### src/lpr_pkg.sv
package lpr_pkg;
   localparam longint unsigned CLK_HZ = 64'd200000000;
   // nominal times in microseconds
   localparam longint unsigned DELAY_SEL_LOW_US = 64'd7500000;
   localparam longint unsigned DELAY_SEL_HIGH_US = 64'd11250000;
   localparam longint unsigned DELAY_FIXED_A_US = 64'd7500000;
   localparam longint unsigned DELAY_FIXED_B_US = 64'd10000000;
   localparam longint unsigned DELAY_FIXED_C_US = 64'd3000000;
   localparam longint unsigned RELEASE_A_US = 64'd234000;
   localparam longint unsigned RELEASE_B_US = 64'd313000;
   localparam longint unsigned RELEASE_C_US = 64'd78000;
   localparam longint unsigned RELEASE_D_US = 64'd187500;
   localparam longint unsigned TICK_US = 64'd1;
   localparam int TICK_CYCLES = int'((TICK_US * CLK_HZ) / 64'd1000000);
   localparam int CNT_W = 32;
   localparam logic [CNT_W-1:0] DELAY_SEL_LOW_T = CNT_W'(DELAY_SEL_LOW_US / TICK_US);
   localparam logic [CNT_W-1:0] DELAY_SEL_HIGH_T = CNT_W'(DELAY_SEL_HIGH_US / TICK_US);
   localparam logic [CNT_W-1:0] DELAY_FIXED_T = CNT_W'(DELAY_FIXED_A_US / TICK_US);
   localparam logic [CNT_W-1:0] RELEASE_T = CNT_W'(RELEASE_A_US / TICK_US);
   localparam int TICK_W = 8;
   typedef enum logic [1:0] {
      ST_IDLE,
      ST_TIMING,
      ST_ASSERT,
      ST_DONE
   } lpr_state_e;
endpackage

### src/tick_if.sv
`timescale 1ns/1ps
interface tick_if;
   logic clear;
   logic tick;
   modport gen(input clear, output tick);
   modport use_(output clear, input tick);
endinterface

### src/tick_gen.sv
`timescale 1ns/1ps
module tick_gen
   import lpr_pkg::*;
#(
   parameter int DIV = TICK_CYCLES
) (
   input wire logic clk,
   input wire logic reset,
   input wire logic clkEn,
   tick_if.gen tb
);
   logic [TICK_W-1:0] div_q;
   logic [TICK_W-1:0] div_d;
   logic tick_q;
   logic tick_d;
   localparam logic [TICK_W-1:0] DIV_LAST = TICK_W'(DIV - 1);

   always_comb begin
      div_d = div_q + 1'b1;
      tick_d = 1'b0;
      if (tb.clear) begin
         div_d = '0;
      end else if (div_q == DIV_LAST) begin
         div_d = '0;
         tick_d = 1'b1;
      end
   end

   always_ff @(posedge clk) begin
      if (reset) begin
         div_q <= '0;
         tick_q <= 1'b0;
      end else if (clkEn) begin
         div_q <= div_d;
         tick_q <= tick_d;
      end
   end

   assign tb.tick = tick_q & clkEn;
endmodule

### src/long_press_reset_timer.sv
`timescale 1ns/1ps
// Function
// - run timer only while both keys low
// - assert reset after full uninterrupted delay
// - key release stops timer, restart from zero
// - latching: hold reset while both keys low
// - latching: select picks long or short delay
// - auto-release: end after release time or release
module long_press_reset_timer
   import lpr_pkg::*;
#(
   parameter bit LATCHING = 1'b1,
   parameter logic [CNT_W-1:0] DELAY_LOW_TICKS = DELAY_SEL_LOW_T,
   parameter logic [CNT_W-1:0] DELAY_HIGH_TICKS = DELAY_SEL_HIGH_T,
   parameter logic [CNT_W-1:0] FIXED_DELAY_TICKS = DELAY_FIXED_T,
   parameter logic [CNT_W-1:0] RELEASE_TICKS = RELEASE_T,
   parameter int TICK_DIV = TICK_CYCLES
) (
   input wire logic clk,
   input wire logic reset,
   input wire logic clkEn,
   input wire logic key_in_a_n,
   input wire logic key_in_b_n,
   input wire logic delaySelect,
   output logic resetOut,
   output logic reset_out_second,
   output logic timerRunning
);
   tick_if tb();
   lpr_state_e state_q;
   lpr_state_e state_d;
   logic [CNT_W-1:0] cnt_q;
   logic [CNT_W-1:0] cnt_d;
   logic selLatched_q;
   logic selLatched_d;
   logic selTaken_q;
   logic selTaken_d;
   logic resetOut_q;
   logic resetOut_d;
   logic [CNT_W-1:0] delayTarget;
   logic bothLow;

   tick_gen #(.DIV(TICK_DIV)) uTick (
      .clk(clk),
      .reset(reset),
      .clkEn(clkEn),
      .tb(tb)
   );

   assign bothLow = ~key_in_a_n & ~key_in_b_n;

   // delay select; select sampled once after reset, stable thereafter
   assign delayTarget = !LATCHING ? FIXED_DELAY_TICKS :
                        (selLatched_q ? DELAY_HIGH_TICKS : DELAY_LOW_TICKS);

   always_comb begin
      selTaken_d = 1'b1;
      selLatched_d = selTaken_q ? selLatched_q : delaySelect;
   end

   always_comb begin
      state_d = state_q;
      cnt_d = cnt_q;
      resetOut_d = 1'b0;
      tb.clear = 1'b0;
      case (state_q)
         ST_IDLE: begin
            cnt_d = '0;
            tb.clear = 1'b1;
            if (bothLow) begin
               state_d = ST_TIMING;
            end
         end
         ST_TIMING: begin
            if (!bothLow) begin
               state_d = ST_IDLE;
               cnt_d = '0;
               tb.clear = 1'b1;
            end else if (tb.tick) begin
               if (cnt_q == delayTarget - 1'b1) begin
                  state_d = ST_ASSERT;
                  cnt_d = '0;
                  resetOut_d = 1'b1;
               end else begin
                  cnt_d = cnt_q + 1'b1;
               end
            end
         end
         ST_ASSERT: begin
            resetOut_d = 1'b1;
            if (!bothLow) begin
               state_d = ST_IDLE;
               cnt_d = '0;
               resetOut_d = 1'b0;
            end else if (!LATCHING && tb.tick) begin
               if (cnt_q == RELEASE_TICKS - 1'b1) begin
                  state_d = ST_DONE;
                  cnt_d = '0;
                  resetOut_d = 1'b0;
               end else begin
                  cnt_d = cnt_q + 1'b1;
               end
            end
         end
         ST_DONE: begin
            cnt_d = '0;
            tb.clear = 1'b1;
            if (!bothLow) begin
               state_d = ST_IDLE;
            end
         end
         default: begin
            state_d = ST_IDLE;
            cnt_d = '0;
         end
      endcase
   end

   always_ff @(posedge clk) begin
      if (reset) begin
         state_q <= ST_IDLE;
         cnt_q <= '0;
         resetOut_q <= 1'b0;
         selLatched_q <= 1'b0;
         selTaken_q <= 1'b0;
      end else if (clkEn) begin
         state_q <= state_d;
         cnt_q <= cnt_d;
         resetOut_q <= resetOut_d;
         selLatched_q <= selLatched_d;
         selTaken_q <= selTaken_d;
      end
   end

   assign resetOut = resetOut_q;
   assign reset_out_second = resetOut_q;
   assign timerRunning = (state_q == ST_TIMING);
endmodule

### config.mk
export PLATFORM = sky130hd
export DESIGN_NAME = long_press_reset_timer
export DESIGN_NICKNAME = d
export VERILOG_FILES = /design/src/lpr_pkg.sv /design/src/tick_if.sv /design/src/tick_gen.sv /design/src/long_press_reset_timer.sv
export SDC_FILE = /design/constraint.sdc
export NUM_CORES = 1
export LEC_CHECK = 0
export ABC_AREA = 1
export BUFFER_PORTS_ARGS = -buffer_cell sky130_fd_sc_hd__buf_2
export CORE_MARGIN = 2
export CORE_UTILIZATION = 58
export CTS_BUF_LIST = sky130_fd_sc_hd__clkbuf_8
export CTS_CLUSTER_DIAMETER = 40
export CTS_CLUSTER_SIZE = 28
export DETAILED_ROUTE_END_ITERATION = 10
export PLACE_DENSITY = 0.72
export SETUP_SLACK_MARGIN = 0.05
export SLEW_MARGIN = 20
export SYNTH_ARGS = -nofsm -noshare
export SYNTH_HDL_FRONTEND = slang
export SYNTH_SLANG_ARGS = --single-unit
### constraint.sdc
create_clock -name clk -period 4.57 [get_ports clk]
set_clock_uncertainty 0.05 [all_clocks]
set_input_delay 0.6855 -clock clk [delete_from_list [all_inputs] [get_ports clk]]
set_output_delay 0.6855 -clock clk [all_outputs]
set_load 0.01 [all_outputs]
## Yosys cells after proc, flatten, opt, wreduce, memory -nomap -nowiden

Index checks and enable logic that the tools add are counted.

- Flip-flop bits (word level): 46
- Latch bits: 0
- RAM bits: 0
- Memory bits (read-only): 0
- Bits of input ports: 6
- Word-level logic and storage cells: 54
- Memories kept: 0

- $add $sub $neg: 3
- $mul: 0
- Divide/modulo/power cells: 0
- $lt $le $gt $ge: 0
- Eq/ne operators: 10
- Shifts and indexed selects: 0
- Muxes and demuxes: 23
- Bitwise gates (word level): 5
- Reductions and logical operators: 6

Operators by type and width:

| operator | number |
|---|---|
| two-way mux 32 bit | 4 |
| case mux 32 bit (3 select lines) | 1 |
| adder 32 x 1 -> 32 bit (second input constant) | 1 |
| == test 32 bit | 1 |
| subtractor 24 x 1 -> 25 bit (second input constant) | 1 |
| two-way mux 24 bit | 1 |
| two-way mux 8 bit | 2 |
| two-way mux 2 bit | 5 |
| adder 8 x 1 -> 8 bit (second input constant) | 1 |
| == test 8 bit (second input constant) | 1 |
| two-way mux 1 bit | 7 |
| != test 2 bit (second input constant) | 3 |
| case mux 2 bit (3 select lines) | 1 |
| AND reduction 5 bit | 1 |
| == test 2 bit (second input constant) | 2 |
| case mux 1 bit (2 select lines) | 2 |
| OR reduction 2 bit | 2 |
| != test 3 x 2 -> 1 bit (second input constant) | 1 |
| != test 3 bit (second input constant) | 1 |
| NOT 1 bit | 3 |
| AND reduction 3 bit | 1 |
| AND 1 bit | 2 |
| == test 2 x 1 -> 1 bit (second input constant) | 1 |
| logical NOT 2 bit | 1 |
| AND reduction 2 bit | 1 |

## Depth between registers and ports, before layout

- Depth in word-level cells: 7
- Depth in mapped cells: 13

## By module

Synthesis repeated with hierarchy kept, for this count alone.

- Cell total of the unflattened synthesis: 439
- Area, all modules: 2902.8 µm²

By module, submodules not included:

| module | instances | cells an instance | area each (µm²) | seq. area each (µm²) |
|---|---|---|---|---|
| long_press_reset_timer | 1 | 362 | 2392.3 | 740.7 |
| tick_gen | 1 | 77 | 510.5 | 180.2 |

## Least setup slack after synthesis

OpenSTA, ideal clock, no wires.

- Kind: input port to flip-flop
- From: in key_in_b_n
- To: reg cnt_q[6]
- Arrival: 1.657 ns
- Setup slack: 2.741 ns
- Stages on the path: 9
- Cell sequence: nor2_1 -> a21oi_4 -> nand2_4 -> inv_2 -> buf_6 -> nand2_1 -> nor2_2 -> a21oi_1 -> nor3_2

- Cells in the longest elaborated chain, start to end: 4

Ends and longest elaborated chain:

| item | line | source |
|---|---|---|
| start: declaration | long_press_reset_timer.sv:23 | `input wire logic key_in_b_n,` |
| NOT 1 bit (*) | long_press_reset_timer.sv:50 | `assign bothLow = ~key_in_a_n & ~key_in_b_n;` |
| AND 1 bit (*) | long_press_reset_timer.sv:50 |  |
| != test 3 bit (no source line) (tied with other cells) | - |  |
| AND reduction 3 bit (no source line) / case mux 32 bit (3 select lines) (equally long branches) | - |  |
| end signal: assignment | long_press_reset_timer.sv:128 | `cnt_q <= cnt_d;` |
| end: declaration | long_press_reset_timer.sv:32 | `logic [CNT_W-1:0] cnt_q;` |

Mark *: on every way between the ends. The rest lies on a longest branch, timed or not.
A chain may end at the register's enable or synchronous reset.

## Final worst setup path

- From: reg state_q[0]
- To: reg cnt_q[29]

- Cells in the longest elaborated chain, start to end: 3

Ends and longest elaborated chain:

| item | line | source |
|---|---|---|
| start: declaration | long_press_reset_timer.sv:30 | `lpr_state_e state_q;` |
| start signal: assignment | long_press_reset_timer.sv:127 | `state_q <= state_d;` |
| == test 2 x 1 -> 1 bit (tied with other cells) | long_press_reset_timer.sv:66 | `case (state_q)` |
| != test 3 bit (no source line) (tied with other cells) | - |  |
| AND reduction 3 bit (no source line) / case mux 32 bit (3 select lines) (equally long branches) | - |  |

Parallel ways exist; a longest one is shown, timed or not.

==> impl_metrics.yaml <==
outcome:
  outcome: "finished clean"
timing:
  max_slew_margin: 0.568
  max_slew.worst_pin.slew_ps: 646
  rsz0062_at_grt: "false"
  min_period_ps: 2220
  fin_crit_sh: 0.485
  finalSetupTns_ps: 0
  hold_violations: 0
  fmax_mhz: 451
  setup_violations: 0
  drv_slew: 0
power:
  switching_share: 0.223
  p_leak_nw: 1.04
  p_comb_frac: 0.079
  internal-power_mw: 0.662
  p_per_area_nw_per_um2: 300
  vdd_drop_max_mv: 0.178
  p_clk_frac: 0.436
  pwr-share-seq: 0.485
  power.switching_mw: 0.191
worst_setup_path:
  required_ps: 4690
  critPathKind: "reg2reg"
  r2r_start: "state_q[0]$_SDFFE_PP0P_"
  startpoint: "state_q[0]$_SDFFE_PP0P_"
  worstSetupStartpointType: "flop"
  cp_data_arrival_time_ps: 2340
  worst-path-max-fanout: 32
  end_kind: "flop"
clocking:
  cts.clk_slew.worst_paths_ps: 90
  post_cts_resized: 0
  clock-root-buffer: "clkbuf_8"
  ctsHoldBuffers: 0
  cts_tree: "yes"
  cts_made_buffers: 5
  htreeDepth: 2
  clkSinkCount: 46
  clkLatencyLatePin_ps: 300
  postCtsSetupRepairBufs: 0
  cts_buffer_depth: 2
yosys:
  synth_area_leader_cell: "dfxtp_1"
  syn_nets: 396
  synthesis.area_sq_um: 2670
  synthCells: 384
  ys_seq_area_frac: 0.345
  ys_ff_latch: 46
  synth_area_per_cell_sq_um: 6.95
  synth_top_area_frac: 0.345
  ys_warn_count: 0
  ys_types: 37
  synth_area_leaders: "dfxtp_1 (35%), nor2_1 (11%), nand2_1 (11%)"
global_route:
  grt_pass1_vias: 2044
  antenna_found_initial: 0
  grt_pass1_wl_um: 9170
  grt_remaining_overflow: 0
  grt_max_degree: 33
  track_usage: 0.225
drt:
  drt-met1-wl_um: 2390
  vias: 2341
  wl_um: 5240
  dr_wl_met2_um: 2530
  wire_per_inst_um: 11.8
  route.detailed.drc: 0
  maxUsedRoutingLayer: "met4"
  vias_per_cell: 5.27
  drtIter0Drc: 189
  met3WireLength_um: 241
  drtPass1Iterations: 5
  ant_nets: 0
floorplanning:
  ios: 9
  start_util: 0.608
  die_w_um: 71.8
  rows: 24
  die-area_sq_um: 5160
  die_h_um: 71.8
  fp.coreArea_sq_um: 4380
placed_design:
  place.gp.congestion: 0.882
  io_buffers: 8
  post-dp-hpwl_um: 3880
final_layout:
  nFillCells: 406
  regArea_sq_um: 921
  syn_to_final_growth_pct: 6.61
  layout.nets: 403
  diodes: 0
  final_core_utilization: 0.649
  multi_input_area_sq_um: 1520
  layout-drive-gt1-share: 0.120
hold_path:
  hold_start: "selTaken_q$_SDFFE_PP0P_"
  hp-class: "reg2reg"
job:
  drv_cap: 0
==> synthesized netlist by cell type <==
master / n
nor3_1: 17
nand4_1: 15
o21ai_0: 4
nor3_4: 2
dfxtp_1: 46
a2bb2oi_1: 1
buf_6: 4
ha_1: 6
nand3_1: 17
nand2_4: 1
xor2_1: 19
xnor2_1: 3
buf_4: 3
nor2_4: 1
nor2_1: 81
nand3b_1: 1
clkinv_2: 1
and2_1: 1
nand2_1: 79
inv_2: 4
clkbuf_1: 1
mux2i_1: 1
nor3_2: 4
nor4_2: 1
nor2_2: 5
o21bai_1: 1
nor3b_1: 3
inv_1: 35
a21oi_2: 1
o21ai_1: 1
nand2_2: 8
nand3_2: 1
a31oi_1: 1
or2_0: 2
a21oi_1: 11
or2_2: 1
a21oi_4: 1
==> layout by cell type (no fill, tap or decap), drive strengths merged, types with 2 or more instances in the layout <==
master	Yosys	final
nand2	88	88
nor2	87	87
dfxtp	46	46
inv	39	39
nor3	23	23
xor2	19	19
nand3	18	18
nand4	15	15
a21oi	13	13
buf	7	8
ha	6	6
clkbuf	1	6
o21ai	5	5
nor3b	3	3
xnor2	3	3
or2	3	3
bufinv	0	2
==> state kept, by name, indices dropped and copies added, names as in the netlist <==
name	flops
resetOut	1
uTick.tick_q	1
selLatched_q	1
selTaken_q	1
state_q	2
cnt_q	32
uTick.div_q	8
==> critical path: stages, from the launching register on <==
cell and delay [ps]:
dfxtp_1 360, inv_1 80, ha_1 250, a21oi_4 190, nand2_4 120, inv_2 290, nand2_1 110, nand2_2 500
nor2_1 120
==> power groups by stage <==
stage	Clock, mW	Sequential (mW)	Combinational [mW]
after floorplan	0	0.421	0.0603
after global placement	0	0.423	0.0670
after detailed placement	0	0.423	0.0675
after CTS	0.382	0.414	0.0677
after global routing	0.397	0.415	0.0774
final	0.372	0.414	0.0673
==> worst paths after layout <==
kind,cells past startpoint,slack [ps],to
min,2,430,selTaken_q$_SDFFE_PP0P_
min reg2reg,2,430,selTaken_q$_SDFFE_PP0P_
max reg2reg,8,2350,cnt_q[29]$_SDFFE_PP0P_
max,8,2350,cnt_q[29]$_SDFFE_PP0P_
==> logic make-up (layout without fill, tap and decap cells) <==
logic type	Yosys count	after routing	synth area share
buffers and inverters	48	56	0.0835
adder cells (fa/ha/maj)	6	6	0.0281
multiplexers	1	1	0.00375
AO/OA/AOI/OAI	21	21	0.0478
AND/OR/NAND/NOR	240	240	0.419
flip-flops	46	46	0.345
XOR/XNOR	22	22	0.0722
==> per-stage QoR <==
step	total power, mW	hold slack, ps	instances	setup WS [ps]	instance area (sq um)
finish	0.853	427	444	2350	2840
detailed placement	0.491	415	436	2070	2700
global route	0.890	464	444	2120	2840
CTS	0.863	429	444	2340	2840
floorplan	0.481	390	384	2740	2670
global placement	0.490	418	436	2130	2700
==> routing by layer <==
layer	up-vias	GRT usage
li1	1233	-
met1	1044	0.286
met2	57	0.380
met3	7	0.0464
met4	0	0.0776
met5	-	0
==> final cells by class <==
type                    instances  area share
multi-input cells             290       0.536
flip-flops and latches         46       0.324
inverters                      40      0.0532
clock buffers                   6      0.0290
well taps                      52      0.0229
clock inverters                 2      0.0211
repair buffers                  8      0.0141
Power figures use the tool's default switching activity.
